--- config.mk ---
export PLATFORM = sky130hd
export DESIGN_NAME = dcf_top
export DESIGN_NICKNAME = d
export VERILOG_FILES = /design/src/dcf_pkg.sv /design/src/dcf_top.sv
export VERILOG_INCLUDE_DIRS = /design/src /design/src/src
export SDC_FILE = /design/constraint.sdc
export NUM_CORES = 1
export LEC_CHECK = 0
export BUFFER_PORTS_ARGS = -buffer_cell sky130_fd_sc_hd__buf_2
export CORE_UTILIZATION = 40
export CTS_BUF_LIST = sky130_fd_sc_hd__clkbuf_4 sky130_fd_sc_hd__clkbuf_8 sky130_fd_sc_hd__clkbuf_16
export DETAILED_ROUTE_END_ITERATION = 8
export HOLD_SLACK_MARGIN = 0.03
export PLACE_DENSITY_LB_ADDON = 0.2
export SLEW_MARGIN = 20
export SYNTH_ARGS = -nofsm -noshare
export SYNTH_HDL_FRONTEND = slang
export SYNTH_SLANG_ARGS = --single-unit
export TNS_END_PERCENT = 5
--- constraint.sdc ---
create_clock -name mclk -period 6.6 [get_ports mclk]
set_clock_uncertainty 0.05 [all_clocks]
set_input_delay 0.33 -clock mclk [delete_from_list [all_inputs] [get_ports mclk]]
set_output_delay 0.33 -clock mclk [all_outputs]
set_load 0.01 [all_outputs]
--- src/dcf_cfg.svh ---
// dcf_cfg.svh: addresses, field positions, reset values and timing figures of the
// channel function configuration bank. Included by the package file only; the top module has no include of its own.
`ifndef DCF_CFG_SVH
`define DCF_CFG_SVH

`define DCF_ADDR_W 8
`define DCF_DATA_W 16
`define DCF_CODE_W 10

`define DCF_ADDR_GAIN 8'h03
`define DCF_ADDR_FUNC0 8'h12
`define DCF_ADDR_CMP 8'h17
`define DCF_RST_VAL 16'h0000

`define DCF_GAIN_MSB 12
`define DCF_GAIN_LSB 10
`define DCF_CMPM_MSB 11
`define DCF_CMPM_LSB 10
`define DCF_CLR_BIT 15
`define DCF_SYNC_BIT 14
`define DCF_BRD_BIT 13
`define DCF_PH_MSB 12
`define DCF_PH_LSB 11
`define DCF_SHP_MSB 10
`define DCF_SHP_LSB 8
`define DCF_GEO_BIT 7
`define DCF_STEP_MSB 6
`define DCF_STEP_LSB 4
`define DCF_RATE_MSB 3
`define DCF_RATE_LSB 0

`define DCF_CODE_ZERO 10'h000
`define DCF_CODE_MID 10'h200
`define DCF_RATE_NONE 4'h0

// geometric step kept with 5 fraction bits so 1/32 growth is exact
`define DCF_FRAC_W 5
`define DCF_GSTEP_W 15
`define DCF_GSTEP_ONE 15'h0020

// step intervals in ns, converted to mclk cycles
`define DCF_MCLK_PERIOD_NS 4
`define DCF_CNT_W 22
`define DCF_CYC(ns) ((ns) / `DCF_MCLK_PERIOD_NS)
`define DCF_T01_NS 4000
`define DCF_T02_NS 8000
`define DCF_T03_NS 12000
`define DCF_T04_NS 18000
`define DCF_T05_NS 27040
`define DCF_T06_NS 40480
`define DCF_T07_NS 60720
`define DCF_T08_NS 91120
`define DCF_T09_NS 136720
`define DCF_T10_NS 239200
`define DCF_T11_NS 418640
`define DCF_T12_NS 732560
`define DCF_T13_NS 1282000
`define DCF_T14_NS 2564000
`define DCF_T15_NS 5127920

`endif

--- src/dcf_pkg.sv ---
// dcf_pkg: types shared by the channel function configuration bank.
// assumes dcf_cfg.svh is on the include path.
`include "dcf_cfg.svh"

package dcf_pkg;
   typedef enum logic {
      DCF_IDLE = 1'b0,
      DCF_SLEW = 1'b1
   } dcf_slew_state_t;

   typedef enum logic [1:0] {
      DCF_CMP_PLAIN = 2'b00,
      DCF_CMP_HYST = 2'b01,
      DCF_CMP_WINDOW = 2'b10,
      DCF_CMP_BAD = 2'b11
   } dcf_cmp_mode_t;

   typedef enum logic [2:0] {
      DCF_WAVE_TRI = 3'b000,
      DCF_WAVE_SAW = 3'b001,
      DCF_WAVE_ISAW = 3'b010,
      DCF_WAVE_SINE = 3'b100,
      DCF_WAVE_OFF = 3'b111
   } dcf_shape_t;
endpackage : dcf_pkg

--- src/dcf_top.sv ---
// dcf_top: configuration bank for gain, comparator threshold mode and channel 0
// functions, plus the channel 0 update/clear/slew engine and channel 1 comparator.
// assumes register commands arrive from the serial port decoder on mclk; only
// load_trigger is asynchronous.
`timescale 1ns/1ps

module dcf_top
   import dcf_pkg::*;
#(
   parameter logic [`DCF_CNT_W-1:0] STEP_CYC [16] = '{
      `DCF_CNT_W'(1), // no-slew code, count unused
      `DCF_CNT_W'(`DCF_CYC(`DCF_T01_NS)),
      `DCF_CNT_W'(`DCF_CYC(`DCF_T02_NS)),
      `DCF_CNT_W'(`DCF_CYC(`DCF_T03_NS)),
      `DCF_CNT_W'(`DCF_CYC(`DCF_T04_NS)),
      `DCF_CNT_W'(`DCF_CYC(`DCF_T05_NS)),
      `DCF_CNT_W'(`DCF_CYC(`DCF_T06_NS)),
      `DCF_CNT_W'(`DCF_CYC(`DCF_T07_NS)),
      `DCF_CNT_W'(`DCF_CYC(`DCF_T08_NS)),
      `DCF_CNT_W'(`DCF_CYC(`DCF_T09_NS)),
      `DCF_CNT_W'(`DCF_CYC(`DCF_T10_NS)),
      `DCF_CNT_W'(`DCF_CYC(`DCF_T11_NS)),
      `DCF_CNT_W'(`DCF_CYC(`DCF_T12_NS)),
      `DCF_CNT_W'(`DCF_CYC(`DCF_T13_NS)),
      `DCF_CNT_W'(`DCF_CYC(`DCF_T14_NS)),
      `DCF_CNT_W'(`DCF_CYC(`DCF_T15_NS))
   }
)(
   input wire logic mclk,
   input wire logic rstn,
   input wire logic ce,
   input wire logic reg_wr,
   input wire logic reg_rd,
   input wire logic [`DCF_ADDR_W-1:0] reg_addr,
   input wire logic [`DCF_DATA_W-1:0] reg_wdata,
   output logic [`DCF_DATA_W-1:0] reg_rdata,
   output logic reg_rvalid,
   input wire logic ch0_code_wr,
   input wire logic [`DCF_CODE_W-1:0] ch0_code,
   input wire logic bcast_wr,
   input wire logic [`DCF_CODE_W-1:0] bcast_code,
   input wire logic trigger_bit_wr,
   input wire logic load_trigger,
   input wire logic clear_req,
   input wire logic comparator_enable,
   input wire logic ch1_enable,
   input wire logic [`DCF_CODE_W-1:0] cmp_sample,
   input wire logic [`DCF_CODE_W-1:0] thr_upper,
   input wire logic [`DCF_CODE_W-1:0] thr_lower,
   output logic [2:0] current_output_gain,
   output logic [1:0] comparator_threshold_mode,
   output logic [1:0] waveform_phase_select,
   output logic [2:0] waveform_shape_select,
   output logic [`DCF_CODE_W-1:0] ch0_out_code,
   output logic ch0_slewing,
   output logic cmp_out
);

   // all state below freezes while ce is low, synchroniser included, so a
   // paused clock domain never sees a half-taken command

   logic [2:0] gain_q;
   logic [1:0] cmpm_q;
   logic [`DCF_DATA_W-1:0] func_q;
   logic [`DCF_DATA_W-1:0] rdata_q;
   logic rvalid_q;
   logic ldt_s1_q;
   logic ldt_s2_q;
   logic ldt_s3_q;
   logic [`DCF_CODE_W-1:0] staged_q;
   logic [`DCF_CODE_W-1:0] tgt_q;
   logic [`DCF_CODE_W-1:0] out_q;
   logic [`DCF_CNT_W-1:0] cnt_q;
   logic [`DCF_GSTEP_W-1:0] gstep_q;
   dcf_slew_state_t st_q;
   logic cmp_q;

   // step size decode, used by both slew directions
   function automatic logic [`DCF_CODE_W-1:0] lin_step(input logic [2:0] sel);
      logic [`DCF_CODE_W-1:0] s;
      s = `DCF_CODE_W'(1);
      unique case (sel)
         3'h0: s = `DCF_CODE_W'(1);
         3'h1: s = `DCF_CODE_W'(2);
         3'h2: s = `DCF_CODE_W'(3);
         3'h3: s = `DCF_CODE_W'(4);
         3'h4: s = `DCF_CODE_W'(6);
         3'h5: s = `DCF_CODE_W'(8);
         3'h6: s = `DCF_CODE_W'(16);
         3'h7: s = `DCF_CODE_W'(32);
      endcase
      return s;
   endfunction : lin_step

   // move toward target by delta, landing on it instead of overshooting
   function automatic logic [`DCF_CODE_W-1:0] approach(input logic [`DCF_CODE_W-1:0] cur,
         input logic [`DCF_CODE_W-1:0] tgt, input logic [`DCF_CODE_W-1:0] delta);
      logic [`DCF_CODE_W-1:0] r;
      r = tgt;
      if (cur < tgt) begin
         if ((tgt - cur) > delta) r = cur + delta;
      end else if ((cur - tgt) > delta) begin
         r = cur - delta;
      end
      return r;
   endfunction : approach

   // invalid encodings are stored as written; the host owns legality, so the
   // decoders downstream must tolerate them
   // register decode
   wire hit_gain = (reg_addr == `DCF_ADDR_GAIN);
   wire hit_func = (reg_addr == `DCF_ADDR_FUNC0);
   wire hit_cmp = (reg_addr == `DCF_ADDR_CMP);
   wire [`DCF_DATA_W-1:0] gain_view = `DCF_DATA_W'({gain_q, `DCF_CODE_W'(0)});
   wire [`DCF_DATA_W-1:0] cmp_view = `DCF_DATA_W'({cmpm_q, `DCF_CODE_W'(0)});
   wire [`DCF_DATA_W-1:0] rd_mux = hit_gain ? gain_view :
                                   hit_func ? func_q :
                                   hit_cmp ? cmp_view : `DCF_RST_VAL;

   // function fields
   wire clr_mid = func_q[`DCF_CLR_BIT];
   wire deferred = func_q[`DCF_SYNC_BIT];
   wire brd_en = func_q[`DCF_BRD_BIT];
   wire geo_en = func_q[`DCF_GEO_BIT];
   wire [2:0] step_sel = func_q[`DCF_STEP_MSB:`DCF_STEP_LSB];
   wire [3:0] rate_sel = func_q[`DCF_RATE_MSB:`DCF_RATE_LSB];

   // a trigger in the same cycle as a deferred write takes the new code, so the
   // staged copy is never one write behind
   // update sources, clear first, then broadcast, trigger, direct write
   wire ldt_fall = ldt_s3_q & ~ldt_s2_q;
   wire do_bcast = bcast_wr & brd_en;
   wire do_trig = deferred & (ldt_fall | trigger_bit_wr);
   wire do_write = ch0_code_wr & ~deferred;
   wire [`DCF_CODE_W-1:0] trig_code = ch0_code_wr ? ch0_code : staged_q;
   wire [`DCF_CODE_W-1:0] clr_code = clr_mid ? `DCF_CODE_MID : `DCF_CODE_ZERO;
   wire new_tgt = do_bcast | do_trig | do_write;
   wire [`DCF_CODE_W-1:0] tgt_d = do_bcast ? bcast_code :
                                  do_trig ? trig_code : ch0_code;

   // the counter restarts on every new target, so a rapid series of writes can
   // starve the step tick; the last target always wins
   // geometric step keeps fraction bits so the 1/32 growth stays exact
   // slew timing and step
   wire tick = (cnt_q >= (STEP_CYC[rate_sel] - `DCF_CNT_W'(1)));
   wire rising = (out_q < tgt_q);
   wire [`DCF_CODE_W-1:0] gint = `DCF_CODE_W'(gstep_q >> `DCF_FRAC_W);
   wire [`DCF_CODE_W-1:0] gdelta = (gint == `DCF_CODE_ZERO) ? `DCF_CODE_W'(1) : gint;
   wire [`DCF_GSTEP_W-1:0] ginc = gstep_q >> `DCF_FRAC_W;
   wire [`DCF_GSTEP_W-1:0] gstep_d = rising ? gstep_q + ginc : gstep_q - ginc;
   wire [`DCF_CODE_W-1:0] delta = geo_en ? gdelta : lin_step(step_sel);
   wire [`DCF_CODE_W-1:0] out_step = (rate_sel == `DCF_RATE_NONE) ? tgt_q :
                                     approach(out_q, tgt_q, delta);

   // thresholds come straight from the channel 1 margin codes; mode 11 holds
   // the last result so a bad write cannot glitch cmp_out
   // comparator decisions
   wire cmp_active = comparator_enable & ch1_enable;
   wire above = (cmp_sample > thr_upper);
   wire below = (cmp_sample < thr_lower);
   logic cmp_d;
   always_comb begin
      cmp_d = cmp_q;
      unique case (dcf_cmp_mode_t'(cmpm_q))
         DCF_CMP_PLAIN: cmp_d = above;
         DCF_CMP_HYST: cmp_d = above ? 1'b1 : (below ? 1'b0 : cmp_q);
         DCF_CMP_WINDOW: cmp_d = ~above & ~below;
         default: cmp_d = cmp_q;
      endcase
   end

   // writes with ce low are dropped, not queued; the port decoder must hold
   // its strobe until ce returns
   // register bank
   always_ff @(posedge mclk) begin
      if (!rstn) begin
         gain_q <= 3'h0;
         cmpm_q <= 2'h0;
         func_q <= `DCF_RST_VAL;
      end else if (ce && reg_wr) begin
         if (hit_gain) gain_q <= reg_wdata[`DCF_GAIN_MSB:`DCF_GAIN_LSB];
         if (hit_cmp) cmpm_q <= reg_wdata[`DCF_CMPM_MSB:`DCF_CMPM_LSB];
         if (hit_func) func_q <= reg_wdata;
      end
   end

   // read port; unmapped addresses read zero
   always_ff @(posedge mclk) begin
      if (!rstn) begin
         rdata_q <= `DCF_RST_VAL;
         rvalid_q <= 1'b0;
      end else if (ce) begin
         rvalid_q <= reg_rd;
         if (reg_rd) rdata_q <= rd_mux;
      end
   end

   // presets to the idle high level so releasing reset is not a falling edge;
   // logic reads only the second flop and the edge-history flop
   // load trigger pin synchroniser and edge history
   always_ff @(posedge mclk) begin
      if (!rstn) begin
         ldt_s1_q <= 1'b1;
         ldt_s2_q <= 1'b1;
         ldt_s3_q <= 1'b1;
      end else if (ce) begin
         ldt_s1_q <= load_trigger;
         ldt_s2_q <= ldt_s1_q;
         ldt_s3_q <= ldt_s2_q;
      end
   end

   // staged code for deferred updates; every code write lands here, so a
   // trigger with nothing new replays the last one
   always_ff @(posedge mclk) begin
      if (!rstn) begin
         staged_q <= `DCF_CODE_ZERO;
      end else if (ce && ch0_code_wr) begin
         staged_q <= ch0_code;
      end
   end

   // channel 0 target, output and slew engine
   always_ff @(posedge mclk) begin
      if (!rstn) begin
         tgt_q <= `DCF_CODE_ZERO;
         out_q <= `DCF_CODE_ZERO;
         cnt_q <= '0;
         gstep_q <= `DCF_GSTEP_ONE;
         st_q <= DCF_IDLE;
      end else if (ce) begin
         if (clear_req) begin
            // clear is immediate and cancels any slew in progress
            tgt_q <= clr_code;
            out_q <= clr_code;
            st_q <= DCF_IDLE;
         end else if (new_tgt) begin
            tgt_q <= tgt_d;
            cnt_q <= '0;
            gstep_q <= `DCF_GSTEP_ONE;
            st_q <= DCF_SLEW;
         end else begin
            unique case (st_q)
               DCF_IDLE: cnt_q <= '0;
               DCF_SLEW: begin
                  if (out_q == tgt_q) begin
                     st_q <= DCF_IDLE;
                  end else if (tick || rate_sel == `DCF_RATE_NONE) begin
                     out_q <= out_step;
                     cnt_q <= '0;
                     if (geo_en) gstep_q <= gstep_d;
                  end else begin
                     cnt_q <= cnt_q + `DCF_CNT_W'(1);
                  end
               end
            endcase
         end
      end
   end

   always_ff @(posedge mclk) begin
      if (!rstn) begin
         cmp_q <= 1'b0;
      end else if (ce) begin
         cmp_q <= cmp_active ? cmp_d : 1'b0;
      end
   end

   // every output is a flop; these assigns only rename, so no decode glitch
   // ever reaches a pin
   assign reg_rdata = rdata_q;
   assign reg_rvalid = rvalid_q;
   assign current_output_gain = gain_q;
   assign comparator_threshold_mode = cmpm_q;
   assign waveform_phase_select = func_q[`DCF_PH_MSB:`DCF_PH_LSB];
   assign waveform_shape_select = func_q[`DCF_SHP_MSB:`DCF_SHP_LSB];
   assign ch0_out_code = out_q;
   assign ch0_slewing = st_q;
   assign cmp_out = cmp_q;

endmodule : dcf_top

======== Word level (Yosys, flattened, before mapping) ========
Memories as Yosys holds them, arrays and structs flattened. A register that Yosys moved wholly into a read port is not among the register bits.
Cells that the tools add are included.
Widths: inputs -> output; s select.
word-level totals
  register bits after elaboration ......... 110
  latch bits .............................. 0
  memory bits (writable) .................. 0
  memory bits (read-only) ................. 400
  input bits .............................. 86
  output and inout bits ................... 39
  word-level logic and storage cells ...... 123
  memories kept ........................... 2
memory list
  memory           words  bits a word  rd ports  clocked after memory_dff  wr ports  RTL line        source
  (no name shown)  16     22           1         0                         0         dcf_top.sv:145  wire tick = (cnt_q >= (STEP_CYC[rate_sel] - `DCF_CNT_W'(1)));
  (no name shown)  8      6            1         1                         0         dcf_top.sv:82   unique case (sel)
operators by class
  add/subtract/negate cells ............... 8
  multipliers ............................. 0
  divide/modulo/power cells ............... 0
  magnitude comparators ................... 7
  equality and inequality tests ........... 12
  shift-type cells ........................ 0
  mux-type cells .......................... 42
  bitwise gates (word level) .............. 16
  reductions and logical operators ........ 21
operators with widths
  operator               count
  $mux 10                17
  $mux 22                5
  $mux 15                6
  $pmux 22 s2            1
  $mux 16                2
  $gt 10x10->1           3
  $sub 10x10->10         3
  $add 22x1->22 const B  1
  $ge 22x22->1           1
  $sub 22x1->22 const B  1
  $lt 10x10->1           2
  $eq 8x5->1 const B     2
  $add 15x10->15         1
  $sub 15x10->15         1
  $mux 12                1
  $reduce_bool 2->1      6
  $add 10x10->10         1
  $eq 10x10->1           1
  $logic_not 10->1       1
  $reduce_and 2->1       5
  $eq 8x2->1 const B     1
  $mux 1                 7
  $and 1x1->1            6
  $mux 3                 2
  other kinds (18)       29

======== Depth between registers and ports, before layout ========
Gate-level depths: netlist (run 1).
  depth after elaboration ................. 12
  gate-level depth with buffers ........... 21
  gate-level depth less buffers ........... 20

======== Worst setup path before layout (run 1) ========
OpenSTA, ideal clock, no wires.
  path kind ............................... reg-to-reg
  start point ............................. register out_q[0], in the netlist ch0_out_code[0]
  end point ............................... register gstep_q[14]
  setup time .............................. 79 ps
  arrival ................................. 4320 ps
  data required time ...................... 6471 ps
  setup slack ............................. 2151 ps
  cell stages (with the launch flop) ...... 20
  buffers on the path ..................... 2
  clock period less this slack ............ 4449 ps
  cell sequence ........................... dfxtp_1 > inv_1 > ha_1 > inv_1 > fa_1 > a211oi_4 > o21ai_2 > a311oi_4 > clkbuf_1 > buf_2 > nand2_1 > xor2_1 > ha_1 > or3_1 > o21ai_0 > a211oi_2 > a311o_1 > xnor2_1 > or3_1 > o211ai_1
between the ends
  longest elaborated chain between the ends .. 7
  elaborated cells on any way between the ends .. 10
  those cells by class .................... order compare: 1; eq/ne: 2; mux: 6; reduce/logical: 1
RTL lines
  what                    RTL line        source
  from (decl)             dcf_top.sv:72   logic [`DCF_CODE_W-1:0] out_q;
  from (signal assigned)  dcf_top.sv:227  out_q <= `DCF_CODE_ZERO;
  from (signal assigned)  dcf_top.sv:235  out_q <= clr_code;
  from (signal assigned)  dcf_top.sv:249  out_q <= out_step;
  $lt 10x10->1            dcf_top.sv:146  wire rising = (out_q < tgt_q);
  $mux 15                 dcf_top.sv:150  wire [`DCF_GSTEP_W-1:0] gstep_d = rising ? gstep_q + ginc : gstep_q - ginc;
  $mux 15                 dcf_top.sv:251  if (geo_en) gstep_q <= gstep_d;
  $mux 15                 dcf_top.sv:248  end else if (tick || rate_sel == `DCF_RATE_NONE) begin
  $mux 15                 dcf_top.sv:246  if (out_q == tgt_q) begin
  $mux 15                 dcf_top.sv:243  unique case (st_q)
  $mux 15                 dcf_top.sv:237  end else if (new_tgt) begin
  to (signal assigned)    dcf_top.sv:229  gstep_q <= `DCF_GSTEP_ONE;
  to (signal assigned)    dcf_top.sv:240  gstep_q <= `DCF_GSTEP_ONE;
  to (signal assigned)    dcf_top.sv:251
  to (decl)               dcf_top.sv:74   logic [`DCF_GSTEP_W-1:0] gstep_q;
Parallel ways exist; a longest one is shown, timed or not. The select of a mux whose other input is x is not followed.
A chain may end at the register's enable or synchronous reset.

======== Worst setup path after layout (run 1) ========
  start point ............................. register func_q[3]
  end point ............................... register gstep_q[11]
between the ends
  longest elaborated chain between the ends .. 9
  elaborated cells on any way between the ends .. 10
  those cells by class .................... add/sub: 1; order compare: 1; mux: 2; bitwise: 1; reduce/logical: 4; memory: 1
RTL lines
  what                                         RTL line        source
  from (decl)                                  dcf_top.sv:64   logic [`DCF_DATA_W-1:0] func_q;
  from (signal assigned)                       dcf_top.sv:179  func_q <= `DCF_RST_VAL;
  from (signal assigned)                       dcf_top.sv:183  if (hit_func) func_q <= reg_wdata;
  $not 4->5 (implied by the code)              dcf_top.sv:145
  $mem_v2 16x22                                n/a
  $mux 22 (implied by the code) (2 in series)  dcf_top.sv:145
  $sub 22x1->22                                dcf_top.sv:145
  $ge 22x22->1                                 dcf_top.sv:145
  $logic_or 1x1->1 (no source line) (*)        n/a
  $reduce_bool 2->1 (no source line) (*)       n/a
  $reduce_and 6->1 (no source line) (*)        n/a
Every way passes the cells marked *; elsewhere a longest branch is shown, timed or not. The select of a mux whose other input is x is not followed.

==> results of run 1 <==
## synth_stat cells (4+ instances only)
master	instances	area share
sky130_fd_sc_hd__buf_2	13	0.0067
sky130_fd_sc_hd__nand4_1	16	0.010
sky130_fd_sc_hd__o31ai_1	8	0.0061
sky130_fd_sc_hd__ha_1	125	0.16
sky130_fd_sc_hd__o21bai_1	11	0.0084
sky130_fd_sc_hd__a211oi_1	5	0.0038
sky130_fd_sc_hd__a22oi_1	15	0.012
sky130_fd_sc_hd__nand3_1	45	0.023
sky130_fd_sc_hd__and3_1	19	0.012
sky130_fd_sc_hd__and2_1	9	0.0058
sky130_fd_sc_hd__mux2i_1	28	0.029
sky130_fd_sc_hd__nor3_1	19	0.0097
sky130_fd_sc_hd__xnor2_1	35	0.031
sky130_fd_sc_hd__nor2b_1	35	0.022
sky130_fd_sc_hd__nor2_1	100	0.038
sky130_fd_sc_hd__o21ai_0	34	0.017
sky130_fd_sc_hd__a21o_1	28	0.022
sky130_fd_sc_hd__buf_4	11	0.0084
sky130_fd_sc_hd__xor2_1	33	0.030
sky130_fd_sc_hd__a31oi_1	9	0.0058
sky130_fd_sc_hd__o41ai_1	4	0.0036
sky130_fd_sc_hd__or3_1	10	0.0064
sky130_fd_sc_hd__a21oi_1	69	0.035
sky130_fd_sc_hd__nor4_1	4	0.0026
sky130_fd_sc_hd__inv_1	82	0.031
sky130_fd_sc_hd__a21boi_0	44	0.034
sky130_fd_sc_hd__o21a_1	6	0.0046
sky130_fd_sc_hd__a221o_1	4	0.0041
sky130_fd_sc_hd__a221oi_1	8	0.0072
sky130_fd_sc_hd__fa_1	5	0.010
sky130_fd_sc_hd__nand2_1	143	0.055
sky130_fd_sc_hd__o2111ai_1	5	0.0045
sky130_fd_sc_hd__nand2b_1	16	0.010
sky130_fd_sc_hd__dfxtp_1	116	0.24
sky130_fd_sc_hd__and4_1	4	0.0036
sky130_fd_sc_hd__clkbuf_1	31	0.012
sky130_fd_sc_hd__nand3b_1	4	0.0031
## cell type report
class / instances / share of cell area
Clock buffer: 17 / 0.0381
Multi-Input combinational cell: 969 / 0.614
Sequential cell: 116 / 0.208
Inverter: 84 / 0.0283
Tap cell: 319 / 0.0358
Antenna cell: 1 / 0.000224
Timing Repair Buffer: 129 / 0.0597
Clock inverter: 15 / 0.0158
## per-stage QoR
step	instance area (sq um)	setup WS, ns	util
finish	11200	1.60	0.470
global route	11200	1.24	0.470
CTS	11100	1.59	0.469
detailed placement	10500	1.61	0.444
global placement	10500	1.72	0.444
floorplan	9780	2.15	-
## how the worst max path moves through the flow
stage / to / cells after the start / slack [ns] / from
2_1_floorplan: gstep_q[14] / 19 / 2.15 / ch0_out_code[0]
3_3_place_gp: gstep_q[14] / 17 / 1.72 / ch0_out_code[0]
3_5_place_dp: gstep_q[14] / 17 / 1.61 / ch0_out_code[0]
4_1_cts: gstep_q[14] / 17 / 1.59 / ch0_out_code[0]
5_1_grt: gstep_q[11] / 16 / 1.24 / func_q[3]
6_report: gstep_q[11] / 16 / 1.60 / func_q[3]
## kinds of logic after synthesis
kind of cell	count (synthesis)	synth area share
other	1	0.000384
xor gates and xnor gates	68	0.0609
DFF	116	0.238
and+or+nand+nor	443	0.219
AOI/OAI and AO/OA	295	0.215
muxes	32	0.0344
adders and majority gates	130	0.170
buffers and inverters	142	0.0619
## critical path, stage by stage, from the launching register on
cell and delay, ns:
sky130_fd_sc_hd__dfxtp_1 0.83, sky130_fd_sc_hd__inv_2 0.24, sky130_fd_sc_hd__mux4_2 0.54, sky130_fd_sc_hd__nor2_1 0.15, sky130_fd_sc_hd__nand2_1 0.11, sky130_fd_sc_hd__nor4_1 0.35
sky130_fd_sc_hd__and3_1 0.23, sky130_fd_sc_hd__a31oi_1 0.06, sky130_fd_sc_hd__ha_1 0.35, sky130_fd_sc_hd__a21o_1 0.15, sky130_fd_sc_hd__a21o_1 0.17, sky130_fd_sc_hd__a211oi_1 0.30
sky130_fd_sc_hd__o2111ai_1 0.30, sky130_fd_sc_hd__a31oi_2 0.65, sky130_fd_sc_hd__nor2_1 0.08, sky130_fd_sc_hd__a22o_1 0.19, sky130_fd_sc_hd__and2_1 0.14
## sequential cells by signal, indices dropped and copies added, names as in the netlist, named ones only
register	count
ldt_s3_q	1
func_q	16
cnt_q	22
reg_rvalid	1
tgt_q	10
comparator_threshold_mode	2
ch0_slewing	1
ldt_s1_q	1
ch0_out_code	10
ldt_s2_q	1
gstep_q	15
staged_q	10
reg_rdata	16
current_output_gain	3
cmp_out	1
## layer usage
metal | GRT usage | wire length [microns]
met5 | 0 | 0
met4 | 0.0710 | 415
met3 | 0.0384 | 1220
met2 | 0.351 | 11900
met1 | 0.279 | 12200
## power groups by stage
stage	Clock, uW	Combinational [uW]	Sequential (uW)
after floorplan	0	300	737
final	961	408	724
after global routing	1010	459	726
after global placement	0	399	740
after CTS	976	404	724
after detailed placement	0	401	740
## placed cells by master, fill, tap and decap left out, types with 8 or more instances in the layout
| master | instances |
|---|---|
| sky130_fd_sc_hd__inv_1 | 82 |
| sky130_fd_sc_hd__a21boi_0 | 44 |
| sky130_fd_sc_hd__and3_1 | 19 |
| sky130_fd_sc_hd__and2_1 | 9 |
| sky130_fd_sc_hd__nor2b_1 | 35 |
| sky130_fd_sc_hd__nor3_1 | 19 |
| sky130_fd_sc_hd__xor2_1 | 33 |
| sky130_fd_sc_hd__nor2_1 | 100 |
| sky130_fd_sc_hd__nand3_1 | 45 |
| sky130_fd_sc_hd__o31ai_1 | 8 |
| sky130_fd_sc_hd__xnor2_1 | 35 |
| sky130_fd_sc_hd__or3_1 | 10 |
| sky130_fd_sc_hd__nand2b_1 | 16 |
| sky130_fd_sc_hd__dfxtp_1 | 116 |
| sky130_fd_sc_hd__mux2i_1 | 28 |
| sky130_fd_sc_hd__buf_2 | 124 |
| sky130_fd_sc_hd__a22oi_1 | 15 |
| sky130_fd_sc_hd__ha_1 | 125 |
| sky130_fd_sc_hd__nand4_1 | 16 |
| sky130_fd_sc_hd__a21oi_1 | 69 |
| sky130_fd_sc_hd__clkbuf_16 | 17 |
| sky130_fd_sc_hd__nand2_1 | 143 |
| sky130_fd_sc_hd__a221oi_1 | 8 |
| sky130_fd_sc_hd__a21o_1 | 28 |
| sky130_fd_sc_hd__a31oi_1 | 9 |
| sky130_fd_sc_hd__o21bai_1 | 11 |
| sky130_fd_sc_hd__o21ai_0 | 33 |
==> results.cfg, run 1 <==
[run_status]
run_status = finished, final reports clean

[clock_tree]
clkTransAtPathRegs_ns = 0.07
clockBufferDepth = 2
cts.sink_count = 116
cts_repair_resize_count = 0
post_cts_hold_buffer_count = 0
cts.htree.levels = 4
clock_latency_ns = 0.43
ctsRootBufferMaster = sky130_fd_sc_hd__clkbuf_16
cts_bufs_inserted = 17
post-cts-setup-buffers = 0
clock_tree_from_tritoncts = built

[timing]
rsz0062_at_grt = no
final.period_utilization = 0.758
finalCriticalPeriod_ns = 5.00
slew_violations = 0
hold_viol_final = 0
hold_ws_ns = 0.0745
tightestPinTransition_ns = 1.02
max-slew-margin-rel = 0.320
totalNegativeSetupSlack_ns = 0
finalSetupViolations = 0
clock.fmax_ghz = 0.200

[global_routing]
grt_usage = 0.213
grt_remaining_overflow = 0
global_route_wire_length_before_repair_microns = 42000
antenna_found_initial = 1
largest_net_degree_at_the_start_of_global_routing = 49
vias_in_the_first_global_route = 8436

[yosys]
synth_async_sr_flop_share = 0
synth.yosys.seq_area_share = 0.238
syn-mean-instance-area_sq_um = 7.97
synthCells = 1227
synth_cell_types = 85
mappedNetlistNets = 1443
synthesis.yosys.warnings = 0
synth_edf_count = 0
dominantRegCellSynth = sky130_fd_sc_hd__dfxtp_1
ys_seq_elements = 116
synthesis.area_sq_um = 9780

[power_and_ir_drop]
power.share.clock = 0.459
design_power_total_uw = 2090
power.internal_uw = 1440
swShare = 0.314
peakVddDrop_mv = 0.149
p_seq_frac = 0.346
power.density_cell_area_nw_per_um2 = 188
power.net_switching_uw = 657
combPwrFrac = 0.195
power.leakage_uw = 0.00500

[place]
numPortBuffers = 124
dp.cells = 1616
global_placer_s_final_weighted_congestion = 0.869
hpwlAfterDp_microns = 19800

[die]
ios = 125
core_region_area_sq_um = 23800
area_enclosed_by_the_die_boundary_sq_um = 25100
initial_utilization = 0.412
site_rows = 56
dieWidth_microns = 158
fp.dieH_microns = 158

[final_layout]
area.sequential_sq_um = 2320
finalNonFillerCells = 1650
layout-drive-gt1-share = 0.146
filler_cell_count = 2350
syn2layout_area_growth_pct = 14.1
multi_input_area_sq_um = 6850
number_of_nets_in_the_final_layout = 1533

[routing]
detail-route-antenna-nets = 0
detail_route.wirelength_microns = 25700
drt_pass1_iterations = 5
vias = 8841
initialDrtViolationCount = 766
via_per_inst = 5.36
post-route-drc-count = 0
routed_wire_length_per_instance_microns = 15.6

[hold_path]
worstHoldStart = load_trigger
class_of_the_tightest_hold_or_removal_check = in -> reg
worst_hold_path.endpoint = ldt_s1_q
hold_depth = 3

[setup_path]
arrival_ns = 5.27
end_kind = flop
cp.required_ns = 6.87
r2r-start = func_q[3]
setup.reg_to_reg.worst_slack_ns = 1.60
timing.rr.end = gstep_q[11]
startpoint_type = flop
critical_path_class = reg -> reg
reg2reg_depth = 16
cp_max_fo = 25

[run]
maximum_capacitance_violations = 0
No activity file was read; power rests on OpenSTA's default activity.
==> run 2: changes to the inputs <==
==> constraint.sdc (replaced) <==
create_clock -name mclk -period 5.15 [get_ports mclk]
set_clock_uncertainty 0.05 [all_clocks]
set_input_delay 0.2575 -clock mclk [delete_from_list [all_inputs] [get_ports mclk]]
set_output_delay 0.2575 -clock mclk [all_outputs]
set_load 0.01 [all_outputs]
==> run 2 against run 1 <==
Critical path depth is 1 higher. Highest routed layer unchanged. Register-to-register slack worse by 1.3 ns. Setup slack worse by 1.3 ns. Clock-buffer cell count is 2 higher. Critical path type unchanged. Worst hold slack worse by 0.031 ns. Combinational power is 30% higher. Final cell count is 1.0% higher.
==> results.cfg, run 2 (same netlist as run 1, synthesis figures left out) <==
[run_status]
run_status = finished, final reports clean

[die]
core_region_area_sq_um = 23800
initial_utilization = 0.412
site_rows = 56
dieWidth_microns = 158
ios = 125
fp.dieH_microns = 158
area_enclosed_by_the_die_boundary_sq_um = 25100

[global_routing]
grt_remaining_overflow = 0
vias_in_the_first_global_route = 8436
grt_usage = 0.215
global_route_wire_length_before_repair_microns = 42400
largest_net_degree_at_the_start_of_global_routing = 62
antenna_found_initial = 1

[place]
pre_cts_slack_ns = 0.377
numPortBuffers = 124
global_placer_s_final_weighted_congestion = 0.900
hpwlAfterDp_microns = 20200

[timing]
layout_setup_ws_ns = 0.323
finalCriticalPeriod_ns = 4.83
slew_violations = 0
max-slew-margin-rel = 0.362
clock.fmax_ghz = 0.207
totalNegativeSetupSlack_ns = 0
final.period_utilization = 0.937
hold_ws_ns = 0.0430
finalSetupViolations = 0
rsz0062_at_grt = no
tightestPinTransition_ns = 0.955
hold_viol_final = 0

[final_layout]
most-common-layout-cells = sky130_fd_sc_hd__nand2_1 (143), sky130_fd_sc_hd__ha_1 (125), sky130_fd_sc_hd__buf_2 (124), sky130_fd_sc_hd__dfxtp_1 (116), sky130_fd_sc_hd__nor2_1 (100)
largest_reg_flops = 22
filler_cell_count = 2339
syn2layout_area_growth_pct = 15.4
area.sequential_sq_um = 2320
regMostFlops = cnt_q
multi_input_area_sq_um = 6850
layout-drive-gt1-share = 0.153
most_common_cell_after_layout_fill_and_taps_aside = sky130_fd_sc_hd__nand2_1
number_of_nets_in_the_final_layout = 1550

[hold_path]
class_of_the_tightest_hold_or_removal_check = in -> reg

[clock_tree]
clkTransAtPathRegs_ns = 0.07
cts_bufs_inserted = 17
ctsRootBufferMaster = sky130_fd_sc_hd__clkbuf_16
cts.sink_count = 116
cts.htree.levels = 4
post-cts-setup-buffers = 0
clockBufferDepth = 2
clock_latency_ns = 0.43
clock_tree_from_tritoncts = built

[setup_path]
arrival_ns = 5.10
startpoint_type = flop
critical_path_class = reg -> reg
cp.required_ns = 5.42
end_kind = flop
cp_max_fo = 10

[power_and_ir_drop]
p_seq_frac = 0.351
power.leakage_uw = 0.00506
power.internal_uw = 1850
swShare = 0.302
power.net_switching_uw = 800
power.share.clock = 0.450
power.density_cell_area_nw_per_um2 = 235
peakVddDrop_mv = 0.212
combPwrFrac = 0.200

[run]
maximum_capacitance_violations = 0

[routing]
detail_route.wirelength_microns = 25900
vias = 8759
routed_wire_length_per_instance_microns = 15.5
detail-route-antenna-nets = 0
initialDrtViolationCount = 573
drt_pass1_iterations = 5
via_per_inst = 5.25
post-route-drc-count = 0
run 2: cell count changes in the layout (fill, tap and decap cells not counted):
cell	previous run	this run
sky130_fd_sc_hd__clkinv_8	1	0
sky130_fd_sc_hd__inv_6	5	6
sky130_fd_sc_hd__buf_4	4	16
sky130_fd_sc_hd__clkinvlp_4	1	2
sky130_fd_sc_hd__dlygate4sd3_1	0	6
sky130_fd_sc_hd__buf_8	1	0
sky130_fd_sc_hd__o2111ai_2	0	1
sky130_fd_sc_hd__clkbuf_4	0	1
sky130_fd_sc_hd__inv_8	7	2
sky130_fd_sc_hd__clkinv_4	0	2
sky130_fd_sc_hd__o2111ai_1	5	4
sky130_fd_sc_hd__clkbuf_8	0	1
run 2: worst paths after layout:
check	slack (ns)	cells after the start	startpoint	to
max	0.32	17	func_q[1]	ch0_out_code[5]
min	0.04	3	reg_wdata[12]	func_q[12]
max reg2reg	0.32	17	func_q[1]	ch0_out_code[5]
min reg2reg	0.41	2	staged_q[5]	staged_q[5]
run 2: cell type report:
type,instances,area share
Sequential cell,116,0.206
Clock inverter,13,0.0122
Clock buffer,19,0.0396
Antenna cell,1,0.000222
Tap cell,319,0.0354
Multi-Input combinational cell,969,0.608
Inverter,84,0.0280
Timing Repair Buffer,146,0.0710
run 2: repair_timing:
| action | CTS | global route |
|---|---|---|
| hold buffers | 6 | 0 |
| resized for setup | 0 | 1 |
| endpoints found under the hold margin | 6 | 0 |
| endpoints found under the setup margin | 0 | 12 |
run 2: routing by layer:
| layer | vias to the layer above | global-route usage | wire [microns] |
|---|---|---|---|
| li1 | 4524 | - | - |
| met1 | 4023 | 0.287 | 12500 |
| met2 | 185 | 0.355 | 11900 |
| met3 | 27 | 0.0362 | 1110 |
| met4 | 0 | 0.0609 | 361 |
| met5 | - | 0 | 0 |
run 2: stage by stage:
stage          cells  cell area (sq um)   util  power (uW)
2_1_floorplan   1227               9780      -        1330
3_3_place_gp    1628              10600  0.447        1470
3_5_place_dp    1628              10600  0.447        1470
4_1_cts         1666              11300  0.474        2670
5_1_grt         1667              11300  0.475        2770
6_report        1667              11300  0.475        2650
run 2: power groups by stage:
stage          registers (uW)  logic, uW  clock network [uW]
2_1_floorplan             944        385                   0
3_3_place_gp              948        518                   0
3_5_place_dp              948        522                   0
4_1_cts                   928        529                1210
5_1_grt                   930        597                1250
6_report                  929        529                1190
run 2: worst max-delay path: stages (launching register included):
cell                        delay (ns)
sky130_fd_sc_hd__dfxtp_1          0.51
sky130_fd_sc_hd__inv_1            0.20
sky130_fd_sc_hd__ha_1             0.30
sky130_fd_sc_hd__mux4_2           0.52
sky130_fd_sc_hd__nor2_1           0.15
sky130_fd_sc_hd__nand2_1          0.10
sky130_fd_sc_hd__nor4_1           0.37
sky130_fd_sc_hd__and3_1           0.24
sky130_fd_sc_hd__a31oi_1          0.06
sky130_fd_sc_hd__ha_1             0.32
sky130_fd_sc_hd__a21o_1           0.16
sky130_fd_sc_hd__a21o_1           0.17
sky130_fd_sc_hd__a211oi_1         0.34
sky130_fd_sc_hd__o2111ai_2        0.27
sky130_fd_sc_hd__and2_1           0.29
sky130_fd_sc_hd__a41oi_2          0.48
sky130_fd_sc_hd__nand2_1          0.10
sky130_fd_sc_hd__o31ai_1          0.08
